File: src/common/feature_ctl_regs.svh
// Constants of the processor feature control block.
// Assumes inclusion by bare name; definitions only.
`ifndef FEATURE_CTL_REGS_SVH
`define FEATURE_CTL_REGS_SVH

`define FC_GROUP_ARCH_LAST 8'h0F
`define FC_GROUP_IMPL_FIRST 8'h10
`define FC_NUM_GROUPS 2
`define FC_GROUP_MAX 8'h10
`define FC_ST_OK 8'h00
`define FC_ST_OK_LARGER 8'h01
`define FC_ST_INVALID 8'hFE
`define FC_ST_BEYOND_MAX 8'hF8

`define FC_BIT_BUS_ERROR_SIGNAL_PROMO 63
`define FC_BIT_MCA_BUS_ERROR_SIGNAL 62
`define FC_BIT_MCA_BUS_INIT_SIGNAL 61
`define FC_BIT_CMCI_PROMO 60
`define FC_BIT_CACHE_OFF 59
`define FC_BIT_COHER_OFF 58
`define FC_BIT_PWR_GATE_OFF 57
`define FC_BIT_TIMEOUT_QUIET 56
`define FC_BIT_ENV_NOTIFY 55
`define FC_BIT_BRANCH_WAIT 47
`define FC_BIT_IFETCH_DEMAND 46
`define FC_BIT_DFETCH_DEMAND 45

// Group 0: bits 63..55 implemented and controllable, 47..45 implemented and controllable
`define FC_G0_AVAIL 64'hFF80_E000_0000_0000
`define FC_G0_CTRL 64'hFF80_E000_0000_0000
// Group 16: arbitrary implementation-specific layout
`define FC_G16_AVAIL 64'h0000_0000_0000_00FF
`define FC_G16_CTRL 64'h0000_0000_0000_000F
`define FC_RESET_VALUE 64'h0000_0000_0000_0000
// Steering outputs at reset: only power gating allowed
`define FC_STEER_RESET 8'h08

`endif

File: src/common/feature_ctl_pkg.sv
// Types of the processor feature control block.
// Assumes nothing of its surroundings.
`default_nettype none
package feature_ctl_pkg;
    typedef struct packed {
        logic [63:0] avail;
        logic [63:0] status;
        logic [63:0] control;
        logic [7:0] code;
    } query_ans_s;

    typedef struct packed {
        logic bus_error_signal;
        logic bus_init_signal;
        logic machine_check_abort;
    } err_pins_s;

    typedef struct packed {
        logic [63:0] g0_r;
        logic [63:0] g16_r;
        query_ans_s ans_r;
        logic ans_valid_r;
        err_pins_s pins_r;
        logic [7:0] steer_r;
    } state_s;
endpackage
`default_nettype wire

File: src/verilog/processor_feature_control.sv
// Feature control bank: query and update calls over selectable feature groups,
// plus error promotion and steering outputs driven by the current settings.
// Assumes call strobes and event inputs are synchronous to clk.
//
// What this block does
// - Groups 0..15 are architected; 16 and up are implementation-specific, ascending.
// - Query of unsupported architected group answers invalid-argument status.
// - Group above the largest supported group (16) answers beyond-maximum status.
// - Valid query returns implemented, current-setting and controllable masks.
// - Update changes only bits both implemented and controllable.
// - Controllable features hold zero after reset hand-off.
// - Machine-check and init entries leave feature settings unchanged.
// - Bit 63 promotes bus errors onto bus-init pin when signalling enabled.
// - Bit 62 promotes machine check aborts onto bus-error pin when enabled.
// - Bit 61 promotes machine check aborts onto bus-init pin when enabled.
// - Bit 60 promotes corrected interrupts to aborts when abort signalling enabled, then further promotion applies.
// - Bit 59 disables cache: memory access always, no coherence, snoops miss.
// - Bit 58 answers coherency requests as line absent.
// - Bit 57 set keeps every functional unit clocked.
// - Bit 56 set drops internal time-outs instead of raising bus init.
// - Bit 55 set enables external environmental error notification.
// - Bit 47 set makes execution wait for known branch targets.
// - Bit 46 set allows instruction fetch only when needed or hinted.
// - Bit 45 set allows data fetch only when needed or explicitly fetched.
// - Setting an unsettable feature is silently ignored.
`include "feature_ctl_regs.svh"
`default_nettype none

module processor_feature_control (
    input wire logic clk,
    input wire logic nrst,
    input wire logic query_call,
    input wire logic update_call,
    input wire logic [7:0] feature_group,
    input wire logic [63:0] update_value,
    input wire logic error_check_entry,
    input wire logic init_event_entry,
    input wire logic bus_error_event,
    input wire logic mca_event,
    input wire logic cmci_event,
    input wire logic timeout_event,
    input wire logic env_error_event,
    input wire logic bus_error_signal_signal_en,
    input wire logic bus_init_signal_signal_en,
    input wire logic mca_signal_en,
    output logic ans_valid,
    output logic [63:0] ans_avail,
    output logic [63:0] ans_status,
    output logic [63:0] ans_control,
    output logic [7:0] ans_code,
    output logic bus_error_signal,
    output logic bus_init_signal,
    output logic machine_check_abort,
    output logic env_notify,
    output logic cache_disable,
    output logic coherency_disable,
    output logic dynamic_power_gating_en,
    output logic branch_predict_off,
    output logic ifetch_prefetch_off,
    output logic dfetch_prefetch_off
);
    feature_ctl_pkg::state_s s_r;
    feature_ctl_pkg::state_s s_nxt;

    // Masks are fixed; zero outside the implemented bits covers reserved positions
    localparam logic [63:0] G0_AVAIL = `FC_G0_AVAIL;
    localparam logic [63:0] G0_CTRL = `FC_G0_CTRL & `FC_G0_AVAIL;
    localparam logic [63:0] G16_AVAIL = `FC_G16_AVAIL;
    localparam logic [63:0] G16_CTRL = `FC_G16_CTRL & `FC_G16_AVAIL;

    logic eff_mca;
    logic [63:0] g0;

    always_comb begin
        s_nxt = s_r;
        g0 = s_r.g0_r;
        s_nxt.ans_valid_r = 1'b0;
        // Error and init entries have no path here, so settings survive them
        if (update_call) begin
            // Writable bits merge; others and reserved are silently kept
            if (feature_group == 8'h00) begin
                s_nxt.g0_r = (s_r.g0_r & ~G0_CTRL) | (update_value & G0_CTRL);
            end else if (feature_group == `FC_GROUP_MAX) begin
                s_nxt.g16_r = (s_r.g16_r & ~G16_CTRL) | (update_value & G16_CTRL);
            end
        end
        // Steering follows the new setting in the same cycle as the answer
        g0 = s_nxt.g0_r;
        if (query_call || update_call) begin
            s_nxt.ans_valid_r = 1'b1;
            s_nxt.ans_r = '0;
            if (feature_group == 8'h00) begin
                s_nxt.ans_r.avail = G0_AVAIL;
                s_nxt.ans_r.status = query_call ? s_r.g0_r : s_nxt.g0_r;
                s_nxt.ans_r.control = G0_CTRL;
                s_nxt.ans_r.code = `FC_ST_OK;
            end else if (feature_group == `FC_GROUP_MAX) begin
                s_nxt.ans_r.avail = G16_AVAIL;
                s_nxt.ans_r.status = query_call ? s_r.g16_r : s_nxt.g16_r;
                s_nxt.ans_r.control = G16_CTRL;
                s_nxt.ans_r.code = `FC_ST_OK;
            end else if (feature_group <= `FC_GROUP_ARCH_LAST) begin
                // Unsupported architected group: no masks returned
                s_nxt.ans_r.code = `FC_ST_INVALID;
            end else if (feature_group < `FC_GROUP_MAX) begin
                s_nxt.ans_r.code = `FC_ST_OK_LARGER;
            end else begin
                s_nxt.ans_r.code = `FC_ST_BEYOND_MAX;
            end
        end
        // Corrected interrupt raised to abort only if abort signalling is on
        eff_mca = mca_event | (cmci_event & g0[`FC_BIT_CMCI_PROMO] & mca_signal_en);
        s_nxt.pins_r.machine_check_abort = eff_mca & mca_signal_en;
        s_nxt.pins_r.bus_error_signal = (bus_error_event | (eff_mca & g0[`FC_BIT_MCA_BUS_ERROR_SIGNAL]))
            & bus_error_signal_signal_en;
        s_nxt.pins_r.bus_init_signal = ((bus_error_event & g0[`FC_BIT_BUS_ERROR_SIGNAL_PROMO])
            | (eff_mca & g0[`FC_BIT_MCA_BUS_INIT_SIGNAL])
            | (timeout_event & ~g0[`FC_BIT_TIMEOUT_QUIET]))
            & bus_init_signal_signal_en;
        s_nxt.steer_r[0] = env_error_event & g0[`FC_BIT_ENV_NOTIFY];
        s_nxt.steer_r[1] = g0[`FC_BIT_CACHE_OFF];
        s_nxt.steer_r[2] = g0[`FC_BIT_CACHE_OFF] | g0[`FC_BIT_COHER_OFF];
        s_nxt.steer_r[3] = ~g0[`FC_BIT_PWR_GATE_OFF];
        s_nxt.steer_r[4] = g0[`FC_BIT_BRANCH_WAIT];
        s_nxt.steer_r[5] = g0[`FC_BIT_IFETCH_DEMAND];
        s_nxt.steer_r[6] = g0[`FC_BIT_DFETCH_DEMAND];
        s_nxt.steer_r[7] = 1'b0;
    end

    always_ff @(posedge clk or negedge nrst) begin
        if (!nrst) begin
            s_r <= '0;
            s_r.g0_r <= `FC_RESET_VALUE;
            s_r.g16_r <= `FC_RESET_VALUE;
            s_r.steer_r <= `FC_STEER_RESET;
        end else begin
            s_r <= s_nxt;
        end
    end

    assign ans_valid = s_r.ans_valid_r;
    assign ans_avail = s_r.ans_r.avail;
    assign ans_status = s_r.ans_r.status;
    assign ans_control = s_r.ans_r.control;
    assign ans_code = s_r.ans_r.code;
    assign bus_error_signal = s_r.pins_r.bus_error_signal;
    assign bus_init_signal = s_r.pins_r.bus_init_signal;
    assign machine_check_abort = s_r.pins_r.machine_check_abort;
    assign env_notify = s_r.steer_r[0];
    assign cache_disable = s_r.steer_r[1];
    assign coherency_disable = s_r.steer_r[2];
    assign dynamic_power_gating_en = s_r.steer_r[3];
    assign branch_predict_off = s_r.steer_r[4];
    assign ifetch_prefetch_off = s_r.steer_r[5];
    assign dfetch_prefetch_off = s_r.steer_r[6];
endmodule
`default_nettype wire

File: config.mk
export PLATFORM = sky130hd
export DESIGN_NAME = processor_feature_control
export DESIGN_NICKNAME = d
export VERILOG_FILES = /design/src/common/feature_ctl_pkg.sv /design/src/verilog/processor_feature_control.sv
export VERILOG_INCLUDE_DIRS = /design/src /design/src/common
export SDC_FILE = /design/constraint.sdc
export NUM_CORES = 1
export LEC_CHECK = 0
export BUFFER_PORTS_ARGS = -buffer_cell sky130_fd_sc_hd__buf_2
export CAP_MARGIN = 20
export CORE_MARGIN = 10
export CORE_UTILIZATION = 30
export DETAILED_ROUTE_END_ITERATION = 6
export SKIP_LAST_GASP = 1
export SLEW_MARGIN = 40
export SYNTH_ARGS = -nofsm -noshare
export SYNTH_HDL_FRONTEND = slang
export SYNTH_SLANG_ARGS = --single-unit
File: constraint.sdc
create_clock -name clk -period 2.4 [get_ports clk]
set_input_delay 0.72 -clock clk [delete_from_list [all_inputs] [get_ports clk]]
set_output_delay 0.72 -clock clk [all_outputs]
set_load 0.005 [all_outputs]
Word level (Yosys, flattened, before mapping). Cells that the tools add are included.

$add $sub $neg: 0. Multiply operators: 0. Div/mod/pow operators: 0. $lt $le $gt $ge: 2. Equal/unequal tests: 1. Shift operators: 0. Multiplexer cells: 12. Bitwise gates (word level): 19. Reduce and logical (&&, ||, !) cells: 2.

Operators by type and width (number): $mux 64 (5); $mux 200 (1); $mux 136 (1); $mux 128 (1); $or 55x64->64 (1); $or 64x4->64 (1); $mux 8 (3); $and 1x1->1 (10); $eq 8x5->1 const B (1); $le 8x4->1 const B (1); $logic_not 8->1 (1); $lt 8x5->1 const B (1); $or 1x1->1 (5); $not 1->1 (2); $logic_or 1x1->1 (1); $mux 1 (1).

Register bits after elaboration: 339. Bits in latches: 0. Memory bits (writable): 0. ROM bits: 0. Input bits: 86. Logic and storage cells: 47. Memories: 0.

Logic depth before layout (Yosys ltp). Gate-level depths: netlist (run 1).

Word-level depth: 11. Gate-level depth with buffers: 7. Depth with buffers taken out: 5.

Least setup slack after synthesis (run 1). OpenSTA, ideal clock, no wires.

Path kind: input -> register. Start: in feature_group[0]. End: reg s_r, in the netlist bus_init_signal. Setup time: 0.066 ns. Arrival: 2.188 ns. Data required time: 2.334 ns. Path slack: 0.146 ns. Stages on the path: 5. Path buffers: 1. Cells stage by stage: or4_4 > buf_6 > or4_4 > a32oi_1 > o31a_1.

RTL lines: start, declared (line processor_feature_control.sv:34) `input wire logic [7:0] feature_group,`; end signal, assigned (line processor_feature_control.sv:137) `s_r <= s_nxt;`; end, declared (line processor_feature_control.sv:62) `feature_ctl_pkg::state_s s_r;`.

Worst setup path after layout (run 1).
Start: in feature_group[7]. End: reg s_r, in the netlist ans_status[59].

Longest elaborated chain between the ends: 7.

Ends and longest elaborated chain: $eq 8x5->1 (no source line); $mux 64 (line processor_feature_control.sv:83) `` end else if (feature_group == `FC_GROUP_MAX) begin ``; $mux 64 (line processor_feature_control.sv:81) `if (feature_group == 8'h00) begin`; $mux 128 (line processor_feature_control.sv:79) `if (update_call) begin`; $mux 64 (line processor_feature_control.sv:99) `s_nxt.ans_r.status = query_call ? s_r.g16_r : s_nxt.g16_r;`; $mux 136 (line processor_feature_control.sv:97) `` end else if (feature_group == `FC_GROUP_MAX) begin ``; $mux 200 (*) (line processor_feature_control.sv:92) `if (feature_group == 8'h00) begin`.

Mark *: on every way between the ends. The rest lies on a longest branch, timed or not. A chain may end at the register's enable or synchronous reset.

==> results.md, run 1 <==
- Residual DRC: 0
- Post-CTS resize count: 0
- Critical Path Sink Type: register
- Post-CTS setup repair buffer count: 0
- Rel. slew slack: 54.8%
- Sw Ratio: 26.7%
- Fillers: 1264
- Status: complete, no violations
- Vias per cell: 4.05
- Synth area leader: buf_4
- First-pass iteration count of the detailed router: 6
- Largest net degree at the start of global routing: 49
- Type of origin of the critical path: input port
- Max Clock Skew: 0.00367 ns
- Top-count cell post-synth: buf_4
- Sw Pwr: 0.000461 W
- Worst-Margin Slew: 0.679 ns
- Worst-skew pair later-pin latency: 0.28 ns
- Clk pwr share: 39.7%
- # hold bufs at CTS: 0
- Fin cells: 618
- Reg2reg path depth: 3
- # rows: 40
- Worst path most repeated cell: buf_4
- Mean Syn Cell Area: 9.02 um2
- Post-synthesis sequential area ratio: 31.2%
- Leak: 2.22 nW
- Root Driver: clkbuf_16
- Min Hold Slack: 0.469 ns
- Placer Congestion: 0.824
- Final WL: 9.34 mm
- Critical path depth: 8
- Combinational fraction of design power: 13.5%
- Fraction of layout cells with a size suffix above 1: 44.8%
- Max incr delay on CP: 0.34 ns
- Crit-path cells: buf_2 > buf_4 > buf_4 > nor4_2 > buf_4 > nand3_1 > a21o_1 > a22oi_1
- Flops & latches, synth: 45
- Gate Count Post-Synth: 400
- Max-Cap Viols: 0
- RSZ-0062 raised after global routing: false
- CTS tree: built
- CTS H-tree lvls: 2
- Peak Freq: 454 MHz
- Yosys Warn Count: 0
- Unique masters post-synth: 40
- Grt total ovfl: 0
- Period utilisation layout: 91.8%
- Fin. Hold Viols: 0
- Clock-pin slew of the registers on the worst-case setup and hold paths: 0.07 ns
- Vias: 2505
- Area after DPL: 3580 um2
- Post-DP HPWL: 7.71 mm
- Num CTS Buffers: 5
- Starting Density: 30.3%
- Crit. Startpoint: feature_group[7]
- Cell area after layout: 3720 um2
- Top_reg_cell synth: dfrtp_1
- Area of the mapped netlist: 3610 um2
- Post-synth EDFFs: 0
- Async SR Flop Fraction: 100%
- Commonest cells post-synth: buf_4 (201), dfrtp_1 (44), nand2_1 (28)
- Share of the synthesized area in the top cell type: 41.8%
- Core Box Area: 11900 um2
- Internal power: 0.00127 W
- GR Util All Layers: 9.87%
- Post-DR wirelength/cell: 15.1 um
- Area Overhead vs Synth: 3.19%
- Vias in the first global route: 2548
- I/O pin count: 297
- Port bufs: 154
- Die width: 130 um
- WP data arrival: 2.40 ns
- Delay-heaviest family, CP: simple AND/OR/NAND/NOR gates
- DR iter-0 viols: 67
- Slew Limit Fails: 0
- Final #Nets: 556
- CTS max path bufs: 2
- CP max FO: 10
- Antenna Cells: 0
- Initial antenna violation count: 0
- Inst Count DP: 610
- Reg2reg start: s_r[336]$_DFF_PN0_
- CP Buf/Inv Count: 4
- Hold WC Path Type: input port to async pin
- Chip Height: 130 um
- Worst R2R Setup Slack: 1.14 ns
- Clock Sinks: 45
- Die ar.: 16800 um2
- Worst Path Required: 2.60 ns
- Final setup fails: 0
- First-pass GRT wire length: 13.4 mm
- Top cells by area, synth: buf_4 (42%), dfrtp_1 (31%), nand2_1 (2.9%)
- Peak VDD IR: 0.270 mV
- Min Tclk post-route: 2.20 ns
- Power density cells: 464 nW/um2
- Critical-path top delay cell: nand3_1
- Sequential Power Share: 46.8%
- Final antenna-violating net count: 0
- Critical path class: input port to register
state kept, by name, summed over array words and instances, names as in the netlist, 2 cells and up:
signal and count:
s_r 16, ans_status 17, ans_code 3, ans_avail 2
final cells by class:
| type | instances | area (um2) | share of cell area [%] |
|---|---|---|---|
| Clock buffer | 5 | 125 | 3.36 |
| Clock inverter | 3 | 21.3 | 0.571 |
| Inverter | 5 | 18.8 | 0.504 |
| Multi-Input combinational cell | 227 | 1240 | 33.2 |
| Sequential cell | 45 | 1130 | 30.3 |
| Tap cell | 147 | 184 | 4.94 |
| Timing Repair Buffer | 186 | 1010 | 27.1 |
through the flow:
stage	worst slack (ns)	total power (W)	setup TNS (ns)	utilization, %
2_1_floorplan	0.146	0.00105	0	-
3_3_place_gp	-0.0708	0.00105	-0.453	30.0
3_5_place_dp	-0.104	0.00105	-0.824	30.0
4_1_cts	0.205	0.00175	0	31.3
5_1_grt	0.119	0.00182	0	31.3
6_report	0.196	0.00173	0	31.3
path summary, 6_finish.rpt:
| check | to |
|---|---|
| min in group clk | ans_code[0]$_DFFE_PN0P_ |
| worst max register to register | bus_init_signal$_DFF_PN0_ |
| worst max-delay path | ans_status[59]$_DFFE_PN0P_ |
| worst min register to register | ans_code[0]$_DFFE_PN0P_ |
| worst min-delay path | ans_status[3]$_DFFE_PN0P_ |
| max in group asynchronous | s_r[323]$_DFF_PN0_ |
layer usage:
layer  routed length (um)  up-vias  global-route usage [%]
li1                     -     1192                       -
met1                 3470     1174                    11.0
met2                 4750      133                    17.5
met3                 1020        6                    3.33
met4                   94        0                    2.98
met5                    0        -                       0
power by group through the flow:
stage               clock network, W  logic, W  registers, W
finish                      0.000686  0.000233      0.000808
CTS                         0.000715  0.000229      0.000808
floorplan                          0  0.000234      0.000820
global route                0.000740  0.000265      0.000813
global placement                   0  0.000224      0.000821
detailed placement                 0  0.000229      0.000823
cell usage in the layout, fill, tap and decap left out, types with 2 or more instances in the layout:
master,instances
or4_4,3
o21ai_0,5
buf_4,32
o21a_1,2
a21bo_2,4
nand3_1,3
nor2_1,3
clkbuf_16,5
a21o_1,8
nor3_1,2
or2_2,2
dfrtp_1,44
inv_1,4
o31ai_1,11
mux2i_1,3
a21oi_1,12
mux2_2,4
and2_1,4
nor4_2,2
o31a_1,3
nand2_1,28
buf_2,154
conb_1,92
and4_1,2
nand4_1,11
a22oi_1,12
a32oi_1,2
worst register-to-register path: stages, from the launching register on:
cell,delay [ns]
dfrtp_1,0.42
a41oi_1,0.27
a32oi_1,0.16
o31a_1,0.31
cells by family after synthesis:
kind of cell           after synthesis  synth area share, %
AOI/OAI and AO/OA                   63                 12.4
buffers and inverters              219                 44.1
DFF                                 45                 31.2
muxes                                7                 2.08
other                                1                0.104
and+or+nand+nor                     65                 10.0
Power figures use the tool's default switching activity.
==> run 2, diff against run 1 <==
- ABC_AREA: unset -> 1
- PLACE_DENSITY: unset -> 0.66
==> results.md, run 2 <==
- Hold WC Path Type: input port to async pin
- Unique masters post-synth: 27 (-33%)
- CTS H-tree lvls: 2 (unchanged)
- Power density cells: 508 nW/um2 (+9.6%)
- Final antenna-violating net count: 0 (unchanged)
- Reg2reg path depth: 6 (+3)
- Top-count cell post-synth: buf_4
- Post-synth EDFFs: 0 (unchanged)
- Max Clock Skew: 0.00293 ns (-0.000737 ns)
- Most common cell after layout, fill and taps aside: buf_2
- Mux contribution to synthesized area: 0% (-2.1 points)
- Post-synthesis simple-gate area fraction: 12.9% (+2.9 points)
- CP max FO: 25 (+15)
- # hold bufs at CTS: 0 (unchanged)
- Rel. slew slack: 64.1% (+9.3 points)
- Critical path class: register to output port
- Fin cells: 621 (+0.49%)
- Pwr Total: 0.00176 W (+1.6%)
- Yosys Warn Count: 0 (unchanged)
- Main combinational cell family by area after synthesis: buffers and inverters
- Status: complete, no violations
- Post-synthesis sequential area ratio: 32.5% (+1.3 points)
- Antenna Cells: 0 (unchanged)
- Chip Height: 128 um (-1.7%)
- Die ar.: 16300 um2 (-3.3%)
- Synth Area in Compound Gates: 6.92% (-5.5 points)
- GR Util All Layers: 9.26% (-0.61 points)
- Root Driver: clkbuf_16
- Share of the synthesized area in the top cell type: 43.5% (+1.7 points)
- Post-DR wirelength/cell: 13.6 um (-9.7%)
- Commonest cells post-synth: buf_4 (201), nand2_1 (62), dfrtp_1 (44)
- Mean Syn Cell Area: 8.13 um2 (-10%)
- Vias: 2258 (-9.9%)
- Largest net degree at the start of global routing: 49 (unchanged)
- Top cells by area, synth: buf_4 (43%), dfrtp_1 (32%), nand2_1 (6.7%)
- CTS max path bufs: 2 (unchanged)
- Delay-heaviest family, CP: flip-flops
- Num CTS Buffers: 5 (unchanged)
- Fillers: 1230 (-2.7%)
- Inst Count DP: 613 (+0.49%)
- CTS tree: built
- Fin. Hold Viols: 0 (unchanged)
- Vias per cell: 3.64 (-10%)
- First-pass GRT wire length: 12.5 mm (-6.6%)
- Leak: 2.20 nW (-0.50%)
- Worst R2R Setup Slack: 1.44 ns (+0.30 ns)
- Clock-pin slew of the registers on the worst-case setup and hold paths: 0.06 ns (about the same)
- WP data arrival: 1.15 ns (-1.25 ns)
- Residual DRC: 0 (unchanged)
- Fraction of layout cells with a size suffix above 1: 38.9% (-5.9 points)
- Post-CTS setup repair buffer count: 0 (unchanged)
- Area of the mapped netlist: 3470 um2 (-3.9%)
- Period utilisation layout: 77.9% (-14 points)
- Post-DP HPWL: 7.10 mm (-7.9%)
- Critical Path Sink Type: output port
- Placer Congestion: 0.703 (-15%)
- Max FFs per register: 17 (unchanged)
- Slew Limit Fails: 0 (unchanged)
- # rows: 39 (-2.5%)
- DR iter-0 viols: 35 (-48%)
- CP Buf/Inv Count: 1 (-3)
- Worst-skew pair later-pin latency: 0.28 ns (about the same)
- Synth area leader: buf_4
- Core Box Area: 11400 um2 (-4.5%)
- Port bufs: 154 (unchanged)
- Critical-path top delay cell: dfrtp_1
- Grt total ovfl: 0 (unchanged)
- Initial antenna violation count: 0 (unchanged)
- Reg2reg start: s_r[333]$_DFF_PN0_
- XOR/XNOR share of the synthesized area: 0% (unchanged)
- Commonest cells after routing, fill and taps aside: buf_2 (154), conb_1 (92), nand2_1 (62), dfrtp_1 (44), inv_1 (22)
- Fin util: 30.4% (-0.89 points)
- Async SR Flop Fraction: 100% (unchanged)
- Crit-path cells: buf_2
- Setup TNS: 0 ns (unchanged)
- Type of origin of the critical path: register
- Final #Nets: 563 (+1.3%)
- RSZ-0062 raised after global routing: false
- Worst-Margin Slew: 0.539 ns (-0.140 ns)
- Top_reg_cell synth: dfrtp_1
- Peak VDD IR: 0.270 mV (about the same)
- Max-Cap Viols: 0 (unchanged)
- First-pass iteration count of the detailed router: 4 (-2)
- Post-CTS resize count: 0 (unchanged)
- Clock Sinks: 45 (unchanged)
- I/O pin count: 297 (unchanged)
- Flops & latches, synth: 45 (unchanged)
- Min Tclk post-route: 1.87 ns (-0.333 ns)
- Die width: 128 um (-1.7%)
- Vias in the first global route: 2263 (-11%)
- Worst Path Required: 1.68 ns (-0.92 ns)
- Worst r2r dst: ans_status[57]$_DFFE_PN0P_
- Final setup fails: 0 (unchanged)
- Final WL: 8.47 mm (-9.3%)
- Max incr delay on CP: 0.66 ns (+0.32 ns)
- Min Hold Slack: 0.418 ns (-0.0512 ns)
- Gate Count Post-Synth: 427 (+6.8%)
- Starting Density: 30.5% (+0.21 points)
- Peak Freq: 535 MHz (+18%)
- Area Overhead vs Synth: -0.433%
- Post-synthesis adder-cell area fraction: 0% (unchanged)
## run 2: cell types whose count changed after synthesis, sizes merged, moves of 5 or more
cell	change
a21o	-8
a22oi	-12
clkbuf	-5
inv	+21
nand2	+39
nand3	+12
nand4	-11
nor2	+17
o21ai	+22
o31ai	-10
## run 2: final cells by class
class | instances | area [um2] | area share [%]
multi-input cells | 237 | 1030 | 30.0
well taps | 143 | 179 | 5.18
clock inverters | 1 | 30.0 | 0.869
flip-flops and latches | 45 | 1130 | 32.6
repair buffers | 162 | 843 | 24.4
inverters | 26 | 97.6 | 2.83
clock buffers | 7 | 143 | 4.13
## run 2: through the flow
stage                     instance area, um2  worst slack, ns
after detailed placement                3280            0.379
after global routing                    3450            0.397
after global placement                  3280            0.424
after CTS                               3450            0.478
after floorplan                         3810            0.413
final                                   3450            0.530
## run 2: worst max-delay path by stage
stage / from / to / slack, ns / cells after the start
2_1_floorplan: ans_status[54]$_DFFE_PN0P_ / ans_status[10] / 0.41 / 1
3_3_place_gp: feature_group[7] / ans_status[47]$_DFFE_PN0P_ / 0.42 / 9
3_5_place_dp: feature_group[7] / ans_status[62]$_DFFE_PN0P_ / 0.38 / 9
4_1_cts: ans_avail[62]$_DFFE_PN0P_ / ans_control[57] / 0.48 / 1
5_1_grt: ans_avail[62]$_DFFE_PN0P_ / ans_control[60] / 0.40 / 1
6_report: ans_avail[62]$_DFFE_PN0P_ / ans_control[57] / 0.53 / 1
## run 2: layer usage
layer	part of all wire, %	track usage, %	routed length (um)
met3	14	5.58	1160
met4	0.34	1.41	29
met2	49	15.8	4120
met5	0	0	0
met1	37	9.73	3160
## run 2: report_power, final
part | internal (W) | switching, W
sequential | 0.000779 | 0.00000837
clock | 0.000520 | 0.000269
combinational | 0.0000551 | 0.000124
total | 0.00135 | 0.000402
## run 2: kinds of logic after synthesis
group | Yosys count
buffers and inverters | 236
AND/OR/NAND/NOR | 103
flip-flops | 45
AO/OA/AOI/OAI | 42
other | 1
==> run 3, diff against run 2 <==
- clock period: 2.4 -> 2 ns (I/O delays scaled with it)
==> results.md, run 3 (same netlist as run 2, synthesis figures left out) <==
- Multi-input logic area: 1030 um2 (unchanged)
- Status: complete, no violations
- # hold bufs at CTS: 0 (unchanged)
- Port bufs: 154 (unchanged)
- Max FFs per register: 17 (unchanged)
- Hold WC Path Type: input port to async pin
- Worst-Margin Slew: 0.512 ns (-0.0270 ns)
- Post-CTS setup repair buffer count: 0 (unchanged)
- RSZ-0062 raised after global routing: false
- I/O pin count: 297 (unchanged)
- Final antenna-violating net count: 0 (unchanged)
- Starting Density: 30.5% (unchanged)
- WP data arrival: 1.15 ns (about the same)
- GR Util All Layers: 9.37% (+0.12 points)
- Die width: 128 um (unchanged)
- Residual DRC: 0 (unchanged)
- Slew Limit Fails: 0 (unchanged)
- Inst Count DP: 612 (-0.16%)
- CTS tree: built
- Crit-path cells: buf_2
- Post-CTS resize count: 0 (unchanged)
- Vias: 2223 (-1.6%)
- Min Tclk post-route: 1.75 ns
- Placer Congestion: 0.695 (-1.2%)
- Leak: 2.19 nW (-0.81%)
- Post-DP HPWL: 6.98 mm (-1.7%)
- Max-Cap Viols: 0 (unchanged)
- First-pass iteration count of the detailed router: 6 (+2)
- Peak VDD IR: 0.297 mV (+10%)
- Die ar.: 16300 um2 (unchanged)
- Largest net degree at the start of global routing: 49 (unchanged)
- Setup TNS: 0 ns (unchanged)
- Core Box Area: 11400 um2 (unchanged)
- Area Overhead vs Synth: -1.19%
- Max Clock Skew: 0.00272 ns (-0.000208 ns)
- Vias in the first global route: 2344 (+3.6%)
- Pwr Total: 0.00195 W (+11%)
- Post-DR wirelength/cell: 13.4 um (-2.0%)
- Power density cells: 568 nW/um2 (+12%)
- Vias per cell: 3.59 (-1.4%)
- Fin cells: 620 (-0.16%)
- Worst Path Required: 1.40 ns (-0.28 ns)
- Type of origin of the critical path: register
- Initial antenna violation count: 0 (unchanged)
- Delay-heaviest family, CP: flip-flops
- Clock Sinks: 45 (unchanged)
- Clock-pin slew of the registers on the worst-case setup and hold paths: 0.06 ns (about the same)
- CP Buf/Inv Count: 1 (unchanged)
- Num CTS Buffers: 5 (unchanged)
- Sequential Area: 1130 um2 (unchanged)
- Fin. Hold Viols: 0 (unchanged)
- Chip Height: 128 um (unchanged)
- Final worst setup slack: 0.246 ns (-0.283 ns)
- Fillers: 1234 (+0.33%)
- Final setup fails: 0 (unchanged)
- # rows: 39 (unchanged)
- CTS max path bufs: 2 (unchanged)
- Peak Freq: 570 MHz
- Fraction of layout cells with a size suffix above 1: 38.6% (-0.34 points)
- DR iter-0 viols: 80 (+130%)
- Critical-path top delay cell: dfrtp_1
- CP max FO: 25 (unchanged)
- Rel. slew slack: 65.9% (+1.8 points)
- First-pass GRT wire length: 12.6 mm (+0.94%)
- Worst-skew pair later-pin latency: 0.28 ns (about the same)
- CTS H-tree lvls: 2 (unchanged)
- Critical Path Sink Type: output port
- Cell area after layout: 3430 um2 (-0.76%)
- Grt total ovfl: 0 (unchanged)
- Antenna Cells: 0 (unchanged)
- Final #Nets: 562 (-0.18%)
- Critical path class: register to output port
- Root Driver: clkbuf_16
- Area after DPL: 3290 um2 (+0.15%)
- Max incr delay on CP: 0.66 ns (about the same)
- Commonest cells after routing, fill and taps aside: buf_2 (154), conb_1 (92), nand2_1 (62), dfrtp_1 (44), inv_1 (22)
- Period utilisation layout: 87.7%
- Place WS: 0.116 ns (-0.263 ns)
- Final WL: 8.29 mm (-2.2%)
- Most common cell after layout, fill and taps aside: buf_2
## run 3: cell types whose count changed in the layout (fill, tap and decap cells not counted), sizes merged
cell and change:
buf -1, clkinv +1, bufinv -1
## run 3: through the flow
step                      util, %  hold slack (ns)
after floorplan                 -            0.304
after global placement       28.9            0.459
after detailed placement     28.9            0.460
after CTS                    30.2            0.289
after global routing         30.2            0.309
final                        30.2            0.274
## run 3: final cells by class
class / count / area share [%]
Timing Repair Buffer: 161 / 24.7
Sequential cell: 45 / 32.9
Clock buffer: 7 / 3.87
Tap cell: 143 / 5.22
Multi-Input combinational cell: 237 / 30.2
Inverter: 26 / 2.85
Clock inverter: 1 / 0.255
## run 3: power by group
group	switching (W)	internal [W]
combinational	0.000147	0.0000650
clock	0.000325	0.000466
sequential	0.00000990	0.000935
## run 3: worst paths after layout
path | startpoint | to | slack (ns) | cells after the start
worst min register to register | ans_status[58]$_DFFE_PN0P_ | ans_status[58]$_DFFE_PN0P_ | 0.48 | 2
worst max register to register | s_r[333]$_DFF_PN0_ | ans_status[57]$_DFFE_PN0P_ | 1.02 | 6
worst min-delay path | nrst | ans_avail[62]$_DFFE_PN0P_ | 0.27 | 1
max in group asynchronous | nrst | s_r[339]$_DFF_PN0_ | 1.22 | 2
worst max-delay path | ans_avail[62]$_DFFE_PN0P_ | ans_control[57] | 0.25 | 1
min in group clk | update_value[57] | dynamic_power_gating_en$_DFF_PN1_ | 0.47 | 2
## run 3: routing by layer
layer  GRT usage, %  routed length [um]  vias up
met4           1.61                  17        0
met1           9.84                3030      947
li1               -                   -     1130
met3           5.50                1170        2
met2           16.0                4070      144
met5              0                   0        -
